File: config.mk
export PLATFORM = sky130hd
export DESIGN_NAME = oup_host_port
export DESIGN_NICKNAME = d
export VERILOG_FILES = /design/src/rtl/oup_pkg.sv /design/src/rtl/oup_reg_if.sv /design/src/rtl/oup_sync.sv /design/src/rtl/oup_regs.sv /design/src/rtl/oup_host_port.sv
export SDC_FILE = /design/constraint.sdc
export NUM_CORES = 2
export LEC_CHECK = 0
export BUFFER_PORTS_ARGS = -buffer_cell sky130_fd_sc_hd__buf_2
export CORE_ASPECT_RATIO = 0.5
export CORE_MARGIN = 5
export CORE_UTILIZATION = 64
export CTS_CLUSTER_DIAMETER = 120
export CTS_CLUSTER_SIZE = 30
export DETAILED_ROUTE_END_ITERATION = 10
export PLACE_DENSITY = 0.89
export SLEW_MARGIN = 20
export SYNTH_ARGS = -nofsm -noshare
export SYNTH_HDL_FRONTEND = slang
export SYNTH_SLANG_ARGS = --single-unit
File: constraint.sdc
create_clock -name ref_clk -period 2.95 [get_ports ref_clk]
set_input_delay 0 -clock ref_clk [delete_from_list [all_inputs] [get_ports ref_clk]]
set_output_delay 0 -clock ref_clk [all_outputs]
set_load 0.02 [all_outputs]
File: src/rtl/oup_pkg.sv
package oup_pkg;

  // bus widths and channel layout
  localparam int ADDR_W = 8;
  localparam int DATA_W = 8;
  localparam int NUM_CHAN = 8;
  localparam int REGS_PER_CHAN = 16;
  localparam int NUM_GLB_REGS = 16;

  // address field positions
  localparam int REG_LSB = 0;
  localparam int REG_W = 4;
  localparam int CHAN_LSB = 4;
  localparam int CHAN_W = 3;
  localparam int GLOBAL_BIT = 7;

  // synchroniser depth for pin inputs
  localparam int SYNC_STAGES = 2;

  // global register offsets
  localparam logic [3:0] GLB_INT_SRC_OFS = 4'h0;

  // values after reset
  localparam logic [7:0] REG_RESET = 8'h00;
  localparam logic [7:0] ADDR_RESET = 8'h00;

  // packed pin bundle: mode select, chip select, read, write, address, data
  localparam int PIN_W = 4 + ADDR_W + DATA_W;

  typedef enum logic [2:0] {
    ST_IDLE,
    ST_RD_FETCH,
    ST_RD_LATCH,
    ST_RD_DRIVE,
    ST_WR_HOLD
  } oup_state_t;

  typedef struct packed {
    logic rdAct;
    logic wrAct;
  } oup_access_t;

  typedef struct packed {
    oup_state_t state;
    logic [ADDR_W-1:0] addr;
    logic [DATA_W-1:0] wrData;
    logic [DATA_W-1:0] rdData;
    logic dataOeN;
    logic intOeN;
    logic cfgWrite;
    logic cfgRead;
    logic prevRdAct;
    logic prevWrAct;
  } oup_port_state_t;

  localparam oup_port_state_t PORT_RESET = '{
    state: ST_IDLE,
    addr: ADDR_RESET,
    wrData: REG_RESET,
    rdData: REG_RESET,
    dataOeN: 1'b1,
    intOeN: 1'b1,
    default: 1'b0
  };

  typedef struct packed {
    logic [NUM_CHAN*REGS_PER_CHAN-1:0][DATA_W-1:0] chanMem;
    logic [NUM_GLB_REGS-1:0][DATA_W-1:0] glbMem;
    logic [DATA_W-1:0] rdData;
  } oup_regs_state_t;

  // address targets the global register page
  function automatic logic isGlobal(input logic [ADDR_W-1:0] a);
    isGlobal = a[GLOBAL_BIT];
  endfunction : isGlobal

  // flat index of a channel register: channel field above register field
  function automatic logic [CHAN_W+REG_W-1:0] chanIndex(input logic [ADDR_W-1:0] a);
    chanIndex = {a[CHAN_LSB +: CHAN_W], a[REG_LSB +: REG_W]};
  endfunction : chanIndex

endpackage : oup_pkg

File: src/rtl/oup_reg_if.sv
`timescale 1ns/10ps
interface oup_reg_if;
  logic wrEn;
  logic rdEn;
  logic [oup_pkg::ADDR_W-1:0] addr;
  logic [oup_pkg::DATA_W-1:0] wrData;
  logic [oup_pkg::DATA_W-1:0] rdData;

  modport port (output wrEn, output rdEn, output addr, output wrData, input rdData);
  modport regs (input wrEn, input rdEn, input addr, input wrData, output rdData);
endinterface : oup_reg_if

File: src/rtl/oup_sync.sv
`timescale 1ns/10ps
module oup_sync #(
  parameter int WIDTH = oup_pkg::PIN_W
) (
  // clock and reset
  input wire logic ref_clk,
  input wire logic rst_n,
  // asynchronous in, synchronised out
  input wire logic [WIDTH-1:0] asyncIn,
  output logic [WIDTH-1:0] syncOut
);

  typedef struct packed {
    logic [WIDTH-1:0] meta;
    logic [WIDTH-1:0] stable;
  } oup_sync_state_t;

  oup_sync_state_t cur;
  oup_sync_state_t next_cur;

  // first stage feeds only the second stage
  always_comb begin
    next_cur.meta = asyncIn;
    next_cur.stable = cur.meta;
  end

  always_ff @(posedge ref_clk) begin
    if (!rst_n) begin
      cur <= '1;
    end else begin
      cur <= next_cur;
    end
  end

  assign syncOut = cur.stable;

endmodule : oup_sync

File: src/rtl/oup_regs.sv
`timescale 1ns/10ps
module oup_regs (
  // clock and reset
  input wire logic ref_clk,
  input wire logic rst_n,
  // per-channel interrupt levels from the uart cores
  input wire logic [oup_pkg::NUM_CHAN-1:0] chanIrq,
  // access from the host port
  oup_reg_if.regs bus
);

  oup_pkg::oup_regs_state_t cur;
  oup_pkg::oup_regs_state_t next_cur;

  always_comb begin
    next_cur = cur;
    if (bus.wrEn) begin
      if (oup_pkg::isGlobal(bus.addr)) begin
        // the interrupt source register is read only
        if (bus.addr[oup_pkg::REG_LSB +: oup_pkg::REG_W] != oup_pkg::GLB_INT_SRC_OFS) begin
          next_cur.glbMem[bus.addr[oup_pkg::REG_LSB +: oup_pkg::REG_W]] = bus.wrData;
        end
      end else begin
        next_cur.chanMem[oup_pkg::chanIndex(bus.addr)] = bus.wrData;
      end
    end
    if (bus.rdEn) begin
      if (oup_pkg::isGlobal(bus.addr)) begin
        if (bus.addr[oup_pkg::REG_LSB +: oup_pkg::REG_W] == oup_pkg::GLB_INT_SRC_OFS) begin
          next_cur.rdData = chanIrq;
        end else begin
          next_cur.rdData = cur.glbMem[bus.addr[oup_pkg::REG_LSB +: oup_pkg::REG_W]];
        end
      end else begin
        next_cur.rdData = cur.chanMem[oup_pkg::chanIndex(bus.addr)];
      end
    end
  end

  always_ff @(posedge ref_clk) begin
    if (!rst_n) begin
      cur <= '0;
    end else begin
      cur <= next_cur;
    end
  end

  assign bus.rdData = cur.rdData;

endmodule : oup_regs

File: src/rtl/oup_host_port.sv
// Operation
// low nibble register, next three bits channel
// top address bit selects global registers
// eight-bit two-way data bus
// separate mode: read strobe fall starts read
// direction mode: host ties read strobe high
// separate mode: write stored at strobe rise
// direction mode: write pin gives direction
// separate mode: chip select gates strobes
// direction mode: chip select is strobe
// open-drain active-low shared interrupt
// global register shows all channel interrupts
// direction mode: drive reads, capture at rise
`timescale 1ns/10ps
module oup_host_port (
  // clock and reset
  input wire logic ref_clk,
  input wire logic rst_n,
  // host bus style: high separate strobes, low direction plus strobe
  input wire logic hostBusModeSel,
  // host address and strobes
  input wire logic [oup_pkg::ADDR_W-1:0] host_address,
  input wire logic hostChipSelN,
  input wire logic host_read_strobe_n,
  input wire logic host_write_strobe_n,
  // host data bus, split
  input wire logic [oup_pkg::DATA_W-1:0] hostDataIn,
  output logic [oup_pkg::DATA_W-1:0] hostDataOut,
  output logic hostDataOeN,
  // shared interrupt line, split
  output logic hostIntOut,
  output logic hostIntOeN,
  // uart core side
  input wire logic [oup_pkg::NUM_CHAN-1:0] chanIrq
);

  logic [oup_pkg::PIN_W-1:0] pinsAsync;
  logic [oup_pkg::PIN_W-1:0] pinsSync;
  logic modeSel;
  logic csN;
  logic rdN;
  logic wrN;
  logic [oup_pkg::ADDR_W-1:0] pinAddr;
  logic [oup_pkg::DATA_W-1:0] pinData;
  oup_pkg::oup_access_t acc;
  oup_pkg::oup_port_state_t cur;
  oup_pkg::oup_port_state_t next_cur;

  oup_reg_if regBus ();

  // decode the strobe style into read and write activity
  function automatic oup_pkg::oup_access_t decodeAccess(
    input logic sepStrobes,
    input logic chipSelN,
    input logic readN,
    input logic writeN
  );
    oup_pkg::oup_access_t a;
    a = '0;
    if (sepStrobes) begin
      a.rdAct = !chipSelN && !readN;
      a.wrAct = !chipSelN && !writeN;
    end else begin
      // read strobe pin is not looked at in this style
      a.rdAct = !chipSelN && writeN;
      a.wrAct = !chipSelN && !writeN;
    end
    decodeAccess = a;
  endfunction : decodeAccess

  assign pinsAsync = {hostBusModeSel, hostChipSelN, host_read_strobe_n, host_write_strobe_n,
                      host_address, hostDataIn};

  oup_sync #(
    .WIDTH(oup_pkg::PIN_W)
  ) u_sync (
    .ref_clk(ref_clk),
    .rst_n(rst_n),
    .asyncIn(pinsAsync),
    .syncOut(pinsSync)
  );

  assign {modeSel, csN, rdN, wrN, pinAddr, pinData} = pinsSync;

  assign acc = decodeAccess(modeSel, csN, rdN, wrN);

  oup_regs u_regs (
    .ref_clk(ref_clk),
    .rst_n(rst_n),
    .chanIrq(chanIrq),
    .bus(regBus)
  );

  assign regBus.rdEn = cur.cfgRead;
  assign regBus.wrEn = cur.cfgWrite;
  assign regBus.addr = cur.addr;
  assign regBus.wrData = cur.wrData;

  always_comb begin
    next_cur = cur;
    next_cur.cfgRead = 1'b0;
    next_cur.cfgWrite = 1'b0;
    next_cur.prevRdAct = acc.rdAct;
    next_cur.prevWrAct = acc.wrAct;
    // any channel interrupt pulls the shared line low
    next_cur.intOeN = ~(|chanIrq);

    case (cur.state)
      oup_pkg::ST_IDLE: begin
        next_cur.dataOeN = 1'b1;
        if (acc.rdAct && !cur.prevRdAct) begin
          // leading edge of a read: fetch the addressed register
          next_cur.addr = pinAddr;
          next_cur.cfgRead = 1'b1;
          next_cur.state = oup_pkg::ST_RD_FETCH;
        end else if (acc.wrAct && !cur.prevWrAct) begin
          // leading edge of a write: hold the address
          next_cur.addr = pinAddr;
          next_cur.wrData = pinData;
          next_cur.state = oup_pkg::ST_WR_HOLD;
        end
      end

      oup_pkg::ST_RD_FETCH: begin
        // register file answers one cycle after the request
        next_cur.state = oup_pkg::ST_RD_LATCH;
      end

      oup_pkg::ST_RD_LATCH: begin
        next_cur.rdData = regBus.rdData;
        if (acc.rdAct) begin
          next_cur.dataOeN = 1'b0;
          next_cur.state = oup_pkg::ST_RD_DRIVE;
        end else begin
          next_cur.state = oup_pkg::ST_IDLE;
        end
      end

      oup_pkg::ST_RD_DRIVE: begin
        // drive until the strobe or direction ends the read
        if (!acc.rdAct) begin
          next_cur.dataOeN = 1'b1;
          next_cur.state = oup_pkg::ST_IDLE;
        end
      end

      oup_pkg::ST_WR_HOLD: begin
        if (acc.wrAct) begin
          // keep the last byte seen while the strobe is low
          next_cur.wrData = pinData;
        end else begin
          // return edge of the strobe commits the byte
          next_cur.cfgWrite = 1'b1;
          next_cur.state = oup_pkg::ST_IDLE;
        end
      end

      default: begin
        next_cur.dataOeN = 1'b1;
        next_cur.state = oup_pkg::ST_IDLE;
      end
    endcase
  end

  always_ff @(posedge ref_clk) begin
    if (!rst_n) begin
      cur <= oup_pkg::PORT_RESET;
    end else begin
      cur <= next_cur;
    end
  end

  assign hostDataOut = cur.rdData;
  assign hostDataOeN = cur.dataOeN;
  // the line is only ever pulled low, never driven high
  assign hostIntOut = 1'b0;
  assign hostIntOeN = cur.intOeN;

endmodule : oup_host_port

==> impl_results.md <==
* GR Overflow Total at 0
* Clock H-tree levels at 2
* Syn Inst Count at just over 6000
* First-pass GRT wire length at about 260000 um
* First DRT Iteration DRCs at approximately 6400
* Clock skew at a little under 0.05 ns
* Synth cell types at 50
* Count leader, synth: nand2_1
* Synth warnings at 0
* Clk Latency, worst-skew pair at approximately 0.69 ns
* Yosys top cell by area: dfxtp_1
* Leak Pwr at 19.2 nW
* Cell repeated most along the worst path: nor2b_1
* Setup crit start kind: register
* Hold Vio Cnt, Final at 0
* Residual DRC at 0
* Critical path depth in cells at 7
* Status: finished clean
* IO buf count at 39
* Overall Global Routing Usage at between 30 and 40%
* Detail Route Antenna Nets at 0
* Finished Core Util at around two thirds
* 1st-pass router iterations at 8
* Layout Cells excl Fill at roughly 7000
* Placer Congestion at between 0.9 and 1
* Final setup TNS at 0 ns
* Mapped cell area at 0.0568 mm^2
* Synth top area share at 43.2%
* Die Footprint at ~0.095 mm^2
* Fin crit share at roughly 95%
* Root buffer cell: clkbuf_16
* Final HPWL DP at between 100000 and 150000 um
* FF+latch area at 0.0246 mm^2
* Buf+Inv Stages, Crit Path at 1
* VDD IR max at 0.472 mV
* Fmax at ~0.36 GHz
* Mean Syn Cell Area at 9.24 um^2
* Pwr Density at roughly 430 mW/mm^2
* Die X at 431 um
* Hold/Removal Path Class: in -> reg
* Total vias in the final route at between 40000 and 50000
* CTS Sinks at 1225
* CP max-delay cell: dfxtp_1
* DR vias/cell at ~6.6
* Share of layout cells above drive strength 1 at approximately an eighth
* Row Count at a little under 80
* Worst-margin pin slew at 0.813 ns
* Pins Over Slew Limit at 0
* Hold slack at ~0.021 ns
* Layout net count at about 6000
* Largest net degree at the start of global routing at 125
* Worst reg2reg path depth at 7
* Routed Wire Length at ~170000 um
* CTS buffer count at 46
* Max transition margin at approximately 46%
* Core ar. at slightly below 0.09 mm^2
* Final instance area at between 0.05 and 0.06 mm^2
* Synth top area cells: dfxtp_1, a21boi_0, nand2_1
* CP top delay family: simple AND/OR/NAND/NOR gates
* Critical-path maximum fanout at 10
* Max clock buf depth at 3
* DP Area at a little under 0.06 mm^2
* WL/cell at about 23 um
* Initial Util at around 64%
* Predominant post-synthesis flop cell: dfxtp_1
* Antenna violations before repair at 6
* Worst EP arrival at 3.36 ns
* Area of the multi-input gates at between 0.02 and 0.03 mm^2
* Fill cell count at slightly above 6000
* Crit path kind: reg -> reg
* RSZ-0062 raised after global routing: no
* Final period demand of the worst path at between 2 and 3 ns
* Synth cell count leaders: nand2_1, dfxtp_1, a21boi_0
* Maxcap violations at 0
* CTS tree: done
* Vias in the first global route at ~46000
* Sequential fraction of the synthesis area at between 40 and 50%
* Setup crit end kind: register
* # setup viols final at 0
* Area growth syn-to-layout at 5.43%
* Clock-pin slew on the worst setup and hold paths at about 0.12 ns
* IO Count at a little over 40
* Synthesized net count at 6174
* Die H at roughly 220 um
* Hold path depth at 3
* Worst EP required at approximately 3.5 ns
* Asr flop ratio synth at 0%
* CP max stage delay at 0.60 ns
* Synth Register Bits at 1225
* Dpl cells at 7046
* Number of synthesized flops with an enable pin at 0
* Worst path cell trace: nor2b_1, buf_4, nand2_1, nor2_2, nand3_1, mux2i_1, nor2b_1
[state kept, by name (all words and copies together) (netlist names)]
| signal | count |
|---|---|
| u_regs.cur | 1144 |
| u_regs.bus.rdData | 8 |
| regBus.wrEn | 1 |
| cur | 5 |
| regBus.addr | 8 |
| hostIntOeN | 1 |
| regBus.rdEn | 1 |
| hostDataOeN | 1 |
| hostDataOut | 8 |
| regBus.wrData | 8 |
| u_sync.cur | 20 |
| u_sync.syncOut | 20 |
[report_power, final]
part	internal [W]	switching, W
Combinational	0.000501	0.000664
Sequential	0.0166	0.0000481
Clock	0.00294	0.00512
Total	0.0200	0.00583
[metrics by stage]
| step | worst slack (ns) | total power (W) |
|---|---|---|
| 2_1_floorplan | 0.916 | 0.0177 |
| 3_3_place_gp | 0.298 | 0.0180 |
| 3_5_place_dp | 0.255 | 0.0181 |
| 4_1_cts | 0.201 | 0.0258 |
| 5_1_grt | 0.0255 | 0.0265 |
| 6_report | 0.140 | 0.0258 |
[final cells by class]
| cell class | instances | share of cell area (%) |
|---|---|---|
| well taps | 1185 | 2.48 |
| multi-input cells | 4371 | 49.7 |
| diodes | 8 | 0.0334 |
| repair buffers | 295 | 4.69 |
| flip-flops and latches | 1225 | 41.0 |
| inverters | 2 | 0.0125 |
| clock buffers | 53 | 2.00 |
| clock inverters | 3 | 0.0585 |
[routing by layer]
layer | wire length, um | global-route usage, % | up-vias
met5 | 207 | 1.29 | -
met4 | 8970 | 16.8 | 6
met3 | 20700 | 9.43 | 683
met2 | 73500 | 53.5 | 3143
met1 | 62300 | 43.4 | 22800
li1 | - | - | 20700
[cell usage in the layout (no fill, tap or decap), types with 10 or more instances in the layout]
master,netlist,routed
clkbuf_16,0,47
o211ai_1,35,35
nand2b_1,51,51
o21ai_0,317,317
nor2_1,78,74
dlygate4sd3_1,0,31
buf_4,29,177
dfxtp_1,1225,1212
buf_12,2,48
nor2_4,23,23
o2111ai_1,37,37
a21boi_0,864,864
mux2_2,119,119
buf_2,86,38
nor2_8,10,10
a21boi_1,80,80
mux2i_1,312,312
nor2_2,38,42
nand2_1,1546,1544
mux4_2,216,216
nor2b_1,232,231
nand3_1,260,258
dfxtp_4,0,12
a221oi_1,27,27
a22oi_1,25,25
a21oi_1,15,15
[worst min-delay path, cell delays in order]
cell	delay, ns
dlygate4sd3_1	0.51
buf_2	0.09
nand2b_1	0.08
[logic make-up (layout without fill, tap and decap cells)]
kind of cell	after synthesis	count (layout)	synth area share [%]
and+or+nand+nor	2286	2286	18.0
AOI/OAI and AO/OA	1435	1435	17.8
DFF	1225	1225	43.2
muxes	649	649	16.5
buffers and inverters	548	353	4.58
other	1	9	0.00660
[repair_timing]
| action | in CTS | in global routing |
|---|---|---|
| hold buffers | 31 | 0 |
| setup endpoints to repair | 0 | 2 |
| resized for setup | 0 | 2 |
| setup buffers | 0 | 0 |
| endpoints found under the hold margin | 133 | 0 |
[final timing paths]
path,start,to,slack [ns]
worst min register to register,u_sync.cur[23],u_sync.syncOut[3],0.40
worst max register to register,regBus.wrEn,u_regs.cur[300],0.14
worst max-delay path,regBus.wrEn,u_regs.cur[300],0.14
worst min-delay path,host_address[1],u_sync.cur[29],0.02
(Power assumes the default switching activity.)
